$ cat src/verilog/csp_pkg.sv
package csp_pkg;

  // register byte offsets on the plain register port
  localparam logic [7:0] SUPPLY_MONITOR_CTRL_OFS  = 8'h0C;
  localparam logic [7:0] PROGRAM_STATUS_FLAGS_OFS = 8'hFC;
  localparam logic [7:0] GROUP_BANK_POINTER_OFS   = 8'hFD;
  localparam logic [7:0] STACK_TOP_POINTER_OFS    = 8'hFF;

  // status flag bit positions
  localparam int FLAG_USER_A_BIT  = 0;
  localparam int FLAG_USER_B_BIT  = 1;
  localparam int FLAG_HALF_BIT    = 2;
  localparam int FLAG_DECIMAL_BIT = 3;

  // supply monitor bit positions
  localparam int DETECT_ON_BIT  = 0;
  localparam int LVD_STATUS_BIT = 1;
  localparam int LVD_PAD_BIT    = 2;

  localparam logic [7:0] FLAGS_RESET        = 8'h00;
  localparam logic [7:0] GROUP_BANK_RESET   = 8'h00;
  localparam logic [7:0] STACK_RESET        = 8'h00;
  localparam logic [4:0] MONITOR_RSVD_VALUE = 5'h1F;

  // valid expanded banks
  localparam logic [3:0] BANK_ZERO = 4'h0;
  localparam logic [3:0] BANK_D    = 4'hD;
  localparam logic [3:0] BANK_F    = 4'hF;

  // settle time of the low-voltage flag after enabling
  localparam int LVD_SETTLE_US  = 20;
  localparam int CLK_MHZ        = 40;
  localparam int LVD_SETTLE_CYC = LVD_SETTLE_US * CLK_MHZ;

  // alu result flags for the bcd support bits
  typedef struct packed {
    logic valid;
    logic is_sub;
    logic half_carry;
  } csp_alu_evt_t;

  // stack operations
  typedef enum logic [1:0] {
    CSP_STK_NONE,
    CSP_STK_PUSH,
    CSP_STK_POP
  } csp_stk_op_t;

  typedef struct packed {
    logic [7:0] addr;
    logic [7:0] wdata;
    logic       wr;
    logic       rd;
  } csp_bus_req_t;

endpackage : csp_pkg

$ cat src/verilog/csp_addr_former.sv
`timescale 1ns/10ps
`default_nettype none
module csp_addr_former (
  input  wire logic       clk_i,
  input  wire logic       sys_rst_i,
  input  wire logic [7:0] pointer_i,
  input  wire logic [3:0] work_reg_i,
  output logic      [7:0] work_addr_o,
  output logic      [3:0] bank_o,
  output logic            bank_valid_o
);

  always_ff @(posedge clk_i) begin
    if (sys_rst_i) begin
      work_addr_o <= 8'h00;
    end else begin
      work_addr_o <= {pointer_i[7:4], work_reg_i};
    end
  end

  always_ff @(posedge clk_i) begin
    if (sys_rst_i) begin
      bank_o       <= 4'h0;
      bank_valid_o <= 1'b1;
    end else begin
      bank_o       <= pointer_i[3:0];
      // other banks are not built; flag them so the bus can see misuse
      bank_valid_o <= (pointer_i[3:0] == csp_pkg::BANK_ZERO) || (pointer_i[3:0] == csp_pkg::BANK_D)
                      || (pointer_i[3:0] == csp_pkg::BANK_F);
    end
  end

endmodule : csp_addr_former
`default_nettype wire

$ cat src/verilog/csp_lvd_monitor.sv
`timescale 1ns/10ps
`default_nettype none
module csp_lvd_monitor (
  input  wire logic clk_i,
  input  wire logic sys_rst_i,
  input  wire logic enable_i,
  input  wire logic stop_mode_i,
  input  wire logic comparator_trip_i,
  output logic      status_o,
  output logic      settled_o
);

  logic [15:0] settle_reg;
  logic        active;

  assign active = enable_i && !stop_mode_i;

  always_ff @(posedge clk_i) begin
    if (sys_rst_i || !active) begin
      settle_reg <= 16'h0000;
    end else if (settle_reg != 16'(csp_pkg::LVD_SETTLE_CYC)) begin
      settle_reg <= settle_reg + 16'h0001;
    end
  end

  always_ff @(posedge clk_i) begin
    if (sys_rst_i) begin
      settled_o <= 1'b0;
    end else begin
      settled_o <= active && (settle_reg == 16'(csp_pkg::LVD_SETTLE_CYC));
    end
  end

  // sticky until detection is switched off; software writes cannot touch it
  always_ff @(posedge clk_i) begin
    if (sys_rst_i || !enable_i) begin
      status_o <= 1'b0;
    end else if (active && comparator_trip_i) begin
      status_o <= 1'b1;
    end
  end

endmodule : csp_lvd_monitor
`default_nettype wire

$ cat src/verilog/csp_regs.sv
// Behaviour
// - decimal-adjust bit set after subtraction, cleared after addition
// - half-carry bit set on carry out of or borrow into bit 3
// - user bits change only on explicit writes, never jump conditions
// - half-carry and decimal-adjust bits not offered as jump conditions
// - working address is pointer upper nibble above 4-bit register number
// - upper nibble picks one of 16 groups of 16 registers
// - lower pointer nibble selects the expanded register bank
// - one 8-bit stack pointer addresses every push and pop
// - comparator trip sets the readable low-voltage status flag
// - supply monitor bit 0 enables detection, resets to 0
// - with detection on, request five comes only from detection
// - detection idle in stop mode even with bit 0 left set; no software action needed
`timescale 1ns/10ps
`default_nettype none
module csp_regs (
  input  wire logic                 clk_i,
  input  wire logic                 sys_rst_i,
  input  wire logic [7:0]           addr_i,
  input  wire logic [7:0]           wdata_i,
  input  wire logic                 wr_i,
  input  wire logic                 rd_i,
  output logic      [7:0]           rdata_o,
  input  wire csp_pkg::csp_alu_evt_t alu_evt_i,
  input  wire csp_pkg::csp_stk_op_t stk_op_i,
  input  wire logic [3:0]           work_reg_i,
  input  wire logic                 stop_mode_i,
  input  wire logic                 comparator_trip_i,
  input  wire logic                 pad_regulation_i,
  input  wire logic                 timer1_irq_i,
  output logic      [7:0]           work_addr_o,
  output logic      [3:0]           expanded_register_bank_o,
  output logic                      bank_valid_o,
  output logic      [7:0]           stack_addr_o,
  output logic                      interrupt_request_five_o,
  output logic                      lvd_settled_o
);

  logic [7:0] flags_reg;
  logic [7:0] group_bank_pointer_reg;
  logic [7:0] stack_top_pointer_reg;
  logic       low_voltage_detect_on_reg;
  logic       pad_regulation_status_reg;
  logic       low_voltage_status;
  logic [7:0] rdata_next;

  // user bits and the bcd bits are bus writable; only the bcd bits follow the alu
  always_ff @(posedge clk_i) begin
    if (sys_rst_i) begin
      flags_reg <= csp_pkg::FLAGS_RESET;
    end else begin
      if (wr_i && addr_i == csp_pkg::PROGRAM_STATUS_FLAGS_OFS) begin
        flags_reg <= wdata_i;
      end
      // an alu result in the same cycle wins over a write for the bcd bits
      // bcd bits only feed decimal adjust; no jump condition is taken from them
      if (alu_evt_i.valid) begin
        flags_reg[csp_pkg::FLAG_DECIMAL_BIT] <= alu_evt_i.is_sub;
        flags_reg[csp_pkg::FLAG_HALF_BIT]    <= alu_evt_i.half_carry;
      end
    end
  end

  always_ff @(posedge clk_i) begin
    if (sys_rst_i) begin
      group_bank_pointer_reg <= csp_pkg::GROUP_BANK_RESET;
    end else if (wr_i && addr_i == csp_pkg::GROUP_BANK_POINTER_OFS) begin
      group_bank_pointer_reg <= wdata_i;
    end
  end

  // push pre-decrements, pop post-increments; the pointer wraps in 8 bits
  always_ff @(posedge clk_i) begin
    if (sys_rst_i) begin
      stack_top_pointer_reg <= csp_pkg::STACK_RESET;
    end else if (wr_i && addr_i == csp_pkg::STACK_TOP_POINTER_OFS) begin
      stack_top_pointer_reg <= wdata_i;
    end else begin
      unique case (stk_op_i)
        csp_pkg::CSP_STK_PUSH: stack_top_pointer_reg <= stack_top_pointer_reg - 8'h01;
        csp_pkg::CSP_STK_POP:  stack_top_pointer_reg <= stack_top_pointer_reg + 8'h01;
        csp_pkg::CSP_STK_NONE: stack_top_pointer_reg <= stack_top_pointer_reg;
        default:               stack_top_pointer_reg <= stack_top_pointer_reg;
      endcase
    end
  end

  always_ff @(posedge clk_i) begin
    if (sys_rst_i) begin
      stack_addr_o <= 8'h00;
    end else if (stk_op_i == csp_pkg::CSP_STK_PUSH) begin
      stack_addr_o <= stack_top_pointer_reg - 8'h01;
    end else begin
      stack_addr_o <= stack_top_pointer_reg;
    end
  end

  always_ff @(posedge clk_i) begin
    if (sys_rst_i) begin
      low_voltage_detect_on_reg <= 1'b0;
    end else if (wr_i && addr_i == csp_pkg::SUPPLY_MONITOR_CTRL_OFS) begin
      low_voltage_detect_on_reg <= wdata_i[csp_pkg::DETECT_ON_BIT];
    end
  end

  always_ff @(posedge clk_i) begin
    if (sys_rst_i) begin
      pad_regulation_status_reg <= 1'b0;
    end else begin
      pad_regulation_status_reg <= pad_regulation_i;
    end
  end

  csp_lvd_monitor u_lvd (
    .clk_i             (clk_i),
    .sys_rst_i         (sys_rst_i),
    .enable_i          (low_voltage_detect_on_reg),
    .stop_mode_i       (stop_mode_i),
    .comparator_trip_i (comparator_trip_i),
    .status_o          (low_voltage_status),
    .settled_o         (lvd_settled_o)
  );

  csp_addr_former u_addr (
    .clk_i        (clk_i),
    .sys_rst_i    (sys_rst_i),
    .pointer_i    (group_bank_pointer_reg),
    .work_reg_i   (work_reg_i),
    .work_addr_o  (work_addr_o),
    .bank_o       (expanded_register_bank_o),
    .bank_valid_o (bank_valid_o)
  );

  // timer 1 is cut off from request five while detection is on
  always_ff @(posedge clk_i) begin
    if (sys_rst_i) begin
      interrupt_request_five_o <= 1'b0;
    end else if (low_voltage_detect_on_reg) begin
      interrupt_request_five_o <= low_voltage_status;
    end else begin
      interrupt_request_five_o <= timer1_irq_i;
    end
  end

  always_comb begin
    rdata_next = 8'h00;
    unique case (addr_i)
      csp_pkg::PROGRAM_STATUS_FLAGS_OFS: rdata_next = flags_reg;
      csp_pkg::GROUP_BANK_POINTER_OFS:   rdata_next = group_bank_pointer_reg;
      csp_pkg::STACK_TOP_POINTER_OFS:    rdata_next = stack_top_pointer_reg;
      csp_pkg::SUPPLY_MONITOR_CTRL_OFS:  rdata_next = {csp_pkg::MONITOR_RSVD_VALUE, pad_regulation_status_reg,
                                                       low_voltage_status, low_voltage_detect_on_reg};
      default:                           rdata_next = 8'h00;
    endcase
  end

  always_ff @(posedge clk_i) begin
    if (sys_rst_i) begin
      rdata_o <= 8'h00;
    end else if (rd_i) begin
      rdata_o <= rdata_next;
    end else begin
      rdata_o <= 8'h00;
    end
  end

endmodule : csp_regs
`default_nettype wire

$ cat config.mk
export PLATFORM = sky130hd
export DESIGN_NAME = csp_regs
export DESIGN_NICKNAME = d
export VERILOG_FILES = /design/src/verilog/csp_pkg.sv /design/src/verilog/csp_addr_former.sv /design/src/verilog/csp_lvd_monitor.sv /design/src/verilog/csp_regs.sv
export SDC_FILE = /design/constraint.sdc
export NUM_CORES = 1
export LEC_CHECK = 0
export ABC_AREA = 1
export BUFFER_PORTS_ARGS = -buffer_cell sky130_fd_sc_hd__buf_2
export CAP_MARGIN = 10
export CORE_MARGIN = 4
export CORE_UTILIZATION = 45
export DETAILED_ROUTE_END_ITERATION = 10
export PLACE_DENSITY = 0.69
export SLEW_MARGIN = 20
export SYNTH_ARGS = -nofsm -noshare
export SYNTH_HDL_FRONTEND = slang
export SYNTH_SLANG_ARGS = --single-unit
$ cat constraint.sdc
create_clock -name clk_i -period 1.6 [get_ports clk_i]
set_clock_uncertainty 0.2 [all_clocks]
set_input_delay 0.16 -clock clk_i [delete_from_list [all_inputs] [get_ports clk_i]]
set_output_delay 0.16 -clock clk_i [all_outputs]
set_load 0.005 [all_outputs]
== Yosys cells after proc, flatten, opt, wreduce, memory -nomap -nowiden ==
Index checks and enable logic that the tools add are counted.

* Flip-flop bits (word level): 74
* Bits of input ports: 33
* Output and inout bits: 31
* Logic and storage cells: 54

* $add $sub $neg: 3
* Equality and inequality tests: 10
* Muxes and demuxes: 7
* Bitwise gates (word level): 1
* Reductions and logical operators: 18

{| class="wikitable"
|+ Operators by type and width
! operator !! number
|-
| $pmux W8 S4 || 1
|-
| $eq A8 B8 Y1 const B || 3
|-
| $add A16 B1 Y16 const B || 1
|-
| $eq A16 B10 Y1 const B || 1
|-
| $mux W8 || 2
|-
| $ne A16 B10 Y1 const B || 1
|-
| $pmux W8 S2 || 1
|-
| $add A8 B1 Y8 const B || 1
|-
| $eq A4 B4 Y1 const B || 2
|-
| $eq A8 B4 Y1 const B || 1
|-
| $sub A8 B1 Y8 const B || 1
|-
| $logic_and A1 B1 Y1 || 7
|-
| $logic_not A4 Y1 || 1
|-
| $logic_or A1 B1 Y1 || 4
|-
| $mux W4 || 1
|-
| $logic_not A1 Y1 || 3
|-
| $reduce_bool A3 Y1 || 1
|-
| $eq A2 B1 Y1 const B || 1
|-
| $eq A2 B2 Y1 const B || 1
|-
| $mux W2 || 1
|-
| $reduce_bool A2 Y1 || 1
|-
| $reduce_or A2 Y1 || 1
|-
| $mux W1 || 1
|-
| $not A1 Y1 || 1
|}

== Longest topological paths before layout ==
* Depth after elaboration: 4
* Gate-level depth with buffers: 10
* Mapped depth without buffers: 10

== By module ==
A second synthesis with hierarchy kept.

* Cells, all modules: 526
* Area total of the unflattened synthesis: 3683.5 um2

{| class="wikitable"
|+ By module, submodules not included
! module !! times used !! cells an instance !! area each (um2) !! sequential area each (um2)
|-
| csp_regs || 1 || 311 || 2269.7 || 860.8
|-
| csp_lvd_monitor || 1 || 171 || 1027.2 || 360.3
|-
| csp_addr_former || 1 || 44 || 386.6 || 260.2
|}

== Worst setup path before layout ==
Ideal clock, no wire load.

* Path type: register to register
* Start: register u_lvd.settle_reg[0]
* End: register u_lvd.settle_reg[10]
* Setup time: 0.120 ns
* Arrival: 1.252 ns
* Data required time: 1.280 ns
* Slack: 0.028 ns
* Cell stages (with the launch flop): 11
* Path buffers: 0
* Period minus slack after synthesis: 1.572 ns
* Cell sequence: dfxtp_1 ha_1 nand2_1 nor2_1 nand2_1 inv_2 nand3_2 nor2_2 inv_1 o21ai_0 a21oi_1

* Cells in the longest elaborated chain, start to end: 1
* Elaborated cells between the ends (all ways): 2
* Classes of those cells: 1 x add/sub; 1 x eq/ne

{| class="wikitable"
|+ RTL lines
! element !! line !! text
|-
| start: declaration || csp_lvd_monitor.sv:13 || <nowiki>logic [15:0] settle_reg;</nowiki>
|-
| start signal: assignment || csp_lvd_monitor.sv:22 || <nowiki>settle_reg <= settle_reg + 16'h0001;</nowiki>
|-
| $add A16 B1 Y16 / $ne A16 B10 Y1 (equally long branches) || csp_lvd_monitor.sv:22, csp_lvd_monitor.sv:21 ||
|}

Several ways; a longest one is shown, not always the timed one.
A chain may end at the register's enable or synchronous reset.

== Worst setup path after layout ==
* Start: register u_lvd.settle_reg[1]
* End: register u_lvd.settle_reg[1]

Same word-level chain as after synthesis.

==> metrics.md <==
| Metric | Value |
|---|---|
| Largest area contributor in the synthesized netlist | `dfxtp_1` |
| Net Sw Power | `1.07 mW` |
| Hold_sp | `stop_mode_i` |
| CTS H-Tree Depth | `3` |
| Setup crit end kind | `register` |
| Post-synth EDFFs | `0` |
| Most common library cells after synthesis | `dfxtp_1 (74), inv_1 (73), nand2_1 (62)` |
| Crit Reg-Reg Startpoint | `u_lvd.settle_reg[1]` |
| Antenna viol nets, final | `0` |
| Worst Hold Class | `input pin to register` |
| Max reg flops | `16` |
| Chip Width | `95.2 um` |
| Placer congestion estimate | `0.936` |
| Critical Path AT | `1.68 ns` |
| Status | `complete, but fails checks` |
| Max-slew violations | `0` |
| Layout area overhead | `33.9%` |
| WL/cell | `13.9 um` |
| IO Pins | `64` |
| Final hold vios | `0` |
| Hold Slack | `0.0343 ns` |
| DR top layer | `met4` |
| Via count of the first global-routing pass | `3,298` |
| Port Buffers | `63` |
| Max_slew headroom | `0.758` |
| Layout net count | `611` |
| Seq cells post-synth | `74` |
| # DRC | `0` |
| Util after Layout | `0.626` |
| Core box area | `7330 sq um` |
| Total power per unit cell area | `865 nW/um^2` |
| Met2 Wirelength | `4.63 mm` |
| Syn avg cell area | `7.43 sq um` |
| Ys flop type | `dfxtp_1` |
| Clk buf depth | `2` |
| Root buf cell | `clkbuf_8` |
| Maxcap violations | `0` |
| DRT Pass-1 Iters | `5` |
| Net Sw Frac | `0.271` |
| CP endpoint | `u_lvd.settle_reg[1]` |
| Synth warn | `0` |
| Post-Syn Instances | `461` |
| Leak | `2.01 nW` |
| M1 WL | `4.10 mm` |
| Initial Util | `0.467` |
| Worst Max-Slew Pin Slew | `0.360 ns` |
| Worst-path cell chain | `buf_6 > inv_4 > ha_4 > nand4_1 > nor2_2 > nand2_2 > inv_2 > nor2_2 > a211oi_2` |
| Largest net degree at the start of global routing | `22` |
| TritonCTS clock tree | `done` |
| CTS Sinks | `74` |
| Die area | `9070 sq um` |
| Worst Setup Slack, final | `-0.00988 ns` |
| DR iter-0 viols | `205` |
| Crit path top cell by count | `nor2_2` |
| Site row count | `31` |
| Distinct cells, synth | `38` |
| Fmax | `621 MHz` |
| Slowest stage delay, CP | `0.34 ns` |
| Grt total ovfl | `0` |
| Number of inserted diodes | `0` |
| CP startpoint kind | `register` |
| Post-layout min period | `1.61 ns` |
| GRT Overall Usage | `0.217` |
| Top-area cell type share of the netlist area | `0.433` |
| R2r setup slk | `-0.01 ns` |
| Sequential element share of the synthesized area | `0.433` |
| Critical-path top delay cell | `dfxtp_2` |
| Failing checks | `setup timing` |
| CTS buffer count | `9` |
| RSZ-0062 raised after global routing | `yes` |
| Synth top area cells | `dfxtp_1 (43%), inv_1 (8.0%), nand2_1 (6.8%)` |
| Layout cell share with drive strength beyond 1 | `0.290` |
| Critical path startpoint | `u_lvd.settle_reg[1]` |
| Sequential power share | `0.487` |
| CP Data Required Time | `1.67 ns` |
| Fin cells | `678` |
| Mapped Area | `3420 sq um` |
| Clock transition at the registers of the reported paths | `0.08 ns` |
| Cell-internal power | `2.89 mW` |
| Comb power frac | `0.129` |
| DP HPWL | `6.49 mm` |
| Crit Path Category | `register to register` |
| Die Y | `95.2 um` |
| Inst Count DP | `634` |
| Worst-path fanout max | `3` |
| Clk pwr share | `0.384` |
| Worst r2r dst | `u_lvd.settle_reg[1]` |
| FFs w/ async S/R, synth | `0` |
| Syn_nets | `498` |
| Avg Vias per Cell | `5.02` |
| Via count | `3,402` |
| Number of antenna violations at the first check in global routing | `0` |
| First-pass GRT wire length | `15.3 mm` |
| Worst-Skew Late Latency | `0.35 ns` |
| Top-count cell post-synth | `dfxtp_1` |
| Final WL | `9.45 mm` |
| Final setup violation count | `1` |
| Fill cell count | `633` |
| R2R depth | `9` |
| VDD IR max | `416 uV` |
| Place WS | `-0.0401 ns` |
| Tcrit/Tclk final | `1.01` |
| WL met3 | `445 um` |
## cell families after synthesis
| family | synth area share |
|---|---|
| flip-flops | 0.433 |
| AO/OA/AOI/OAI | 0.180 |
| buffers and inverters | 0.112 |
| AND/OR/NAND/NOR | 0.250 |
| XOR/XNOR | 0.0102 |
| adder cells (fa/ha/maj) | 0.0146 |
## metrics by stage
stage	cell area, sq um	power [mW]	setup TNS, ns
finish	4590	3.97	-0.00988
global route	4590	4.15	-0.323
CTS	4470	3.97	0
detailed placement	3980	2.43	-0.0725
global placement	3980	2.42	0
floorplan	3420	2.25	0
## placed cells by master (no fill, tap or decap), types with 12 or more instances in the layout
master / netlist / final
a21oi_1: 37 / 36
buf_2: 6 / 63
buf_4: 0 / 28
dfxtp_1: 74 / 67
dlygate4sd3_1: 0 / 22
inv_1: 73 / 67
nand2_1: 62 / 58
nand3_1: 30 / 29
nor2_1: 54 / 49
o21ai_0: 36 / 33
o21ai_1: 10 / 12
## cell type report
| class | instances | area [sq um] | area share |
|---|---|---|---|
| multi-input cells | 296 | 1660 | 0.363 |
| flip-flops and latches | 74 | 1490 | 0.326 |
| repair buffers | 116 | 788 | 0.172 |
| inverters | 77 | 307 | 0.0668 |
| clock buffers | 10 | 138 | 0.0300 |
| well taps | 99 | 124 | 0.0270 |
| clock inverters | 6 | 72.6 | 0.0158 |
## power groups by stage
| stage | clock network [mW] | registers (mW) | logic (mW) |
|---|---|---|---|
| floorplan | 0 | 1.96 | 0.292 |
| CTS | 1.54 | 1.93 | 0.501 |
| detailed placement | 0 | 1.97 | 0.457 |
| global route | 1.65 | 1.94 | 0.570 |
| global placement | 0 | 1.97 | 0.450 |
| finish | 1.52 | 1.93 | 0.511 |
## repair_timing
item	in CTS	in global routing
gates cloned	0	0
hold endpoints to repair	28	0
setup endpoints to repair	3	22
setup buffers	2	4
hold buffers	22	0
gates resized for setup	13	33
pin swaps	4	11
## routing by layer
metal | global-route usage | up-vias
li1 | - | 1732
met1 | 0.266 | 1550
met2 | 0.363 | 96
met3 | 0.0481 | 24
met4 | 0.0998 | 0
met5 | 0 | -
## critical path, delay by kind of cell, from the launching register on
family	cells	cell delay [ns]
buf+inv	3	0.28
fa+ha+maj	1	0.13
simple gates	4	0.39
flops	1	0.34
compound gates	1	0.19
## worst min-delay path by stage
stage	to	slack, ns	depth (start not counted)
6_report	u_lvd.settle_reg[2]	0.03	5
5_1_grt	u_lvd.settle_reg[2]	0.05	5
4_1_cts	u_lvd.settle_reg[15]	0.02	5
3_5_place_dp	u_addr.work_addr_o[3]	0.17	3
3_3_place_gp	u_addr.work_addr_o[2]	0.16	3
2_1_floorplan	pad_regulation_status_reg	0.07	2
No activity file was read; power rests on OpenSTA's default activity.
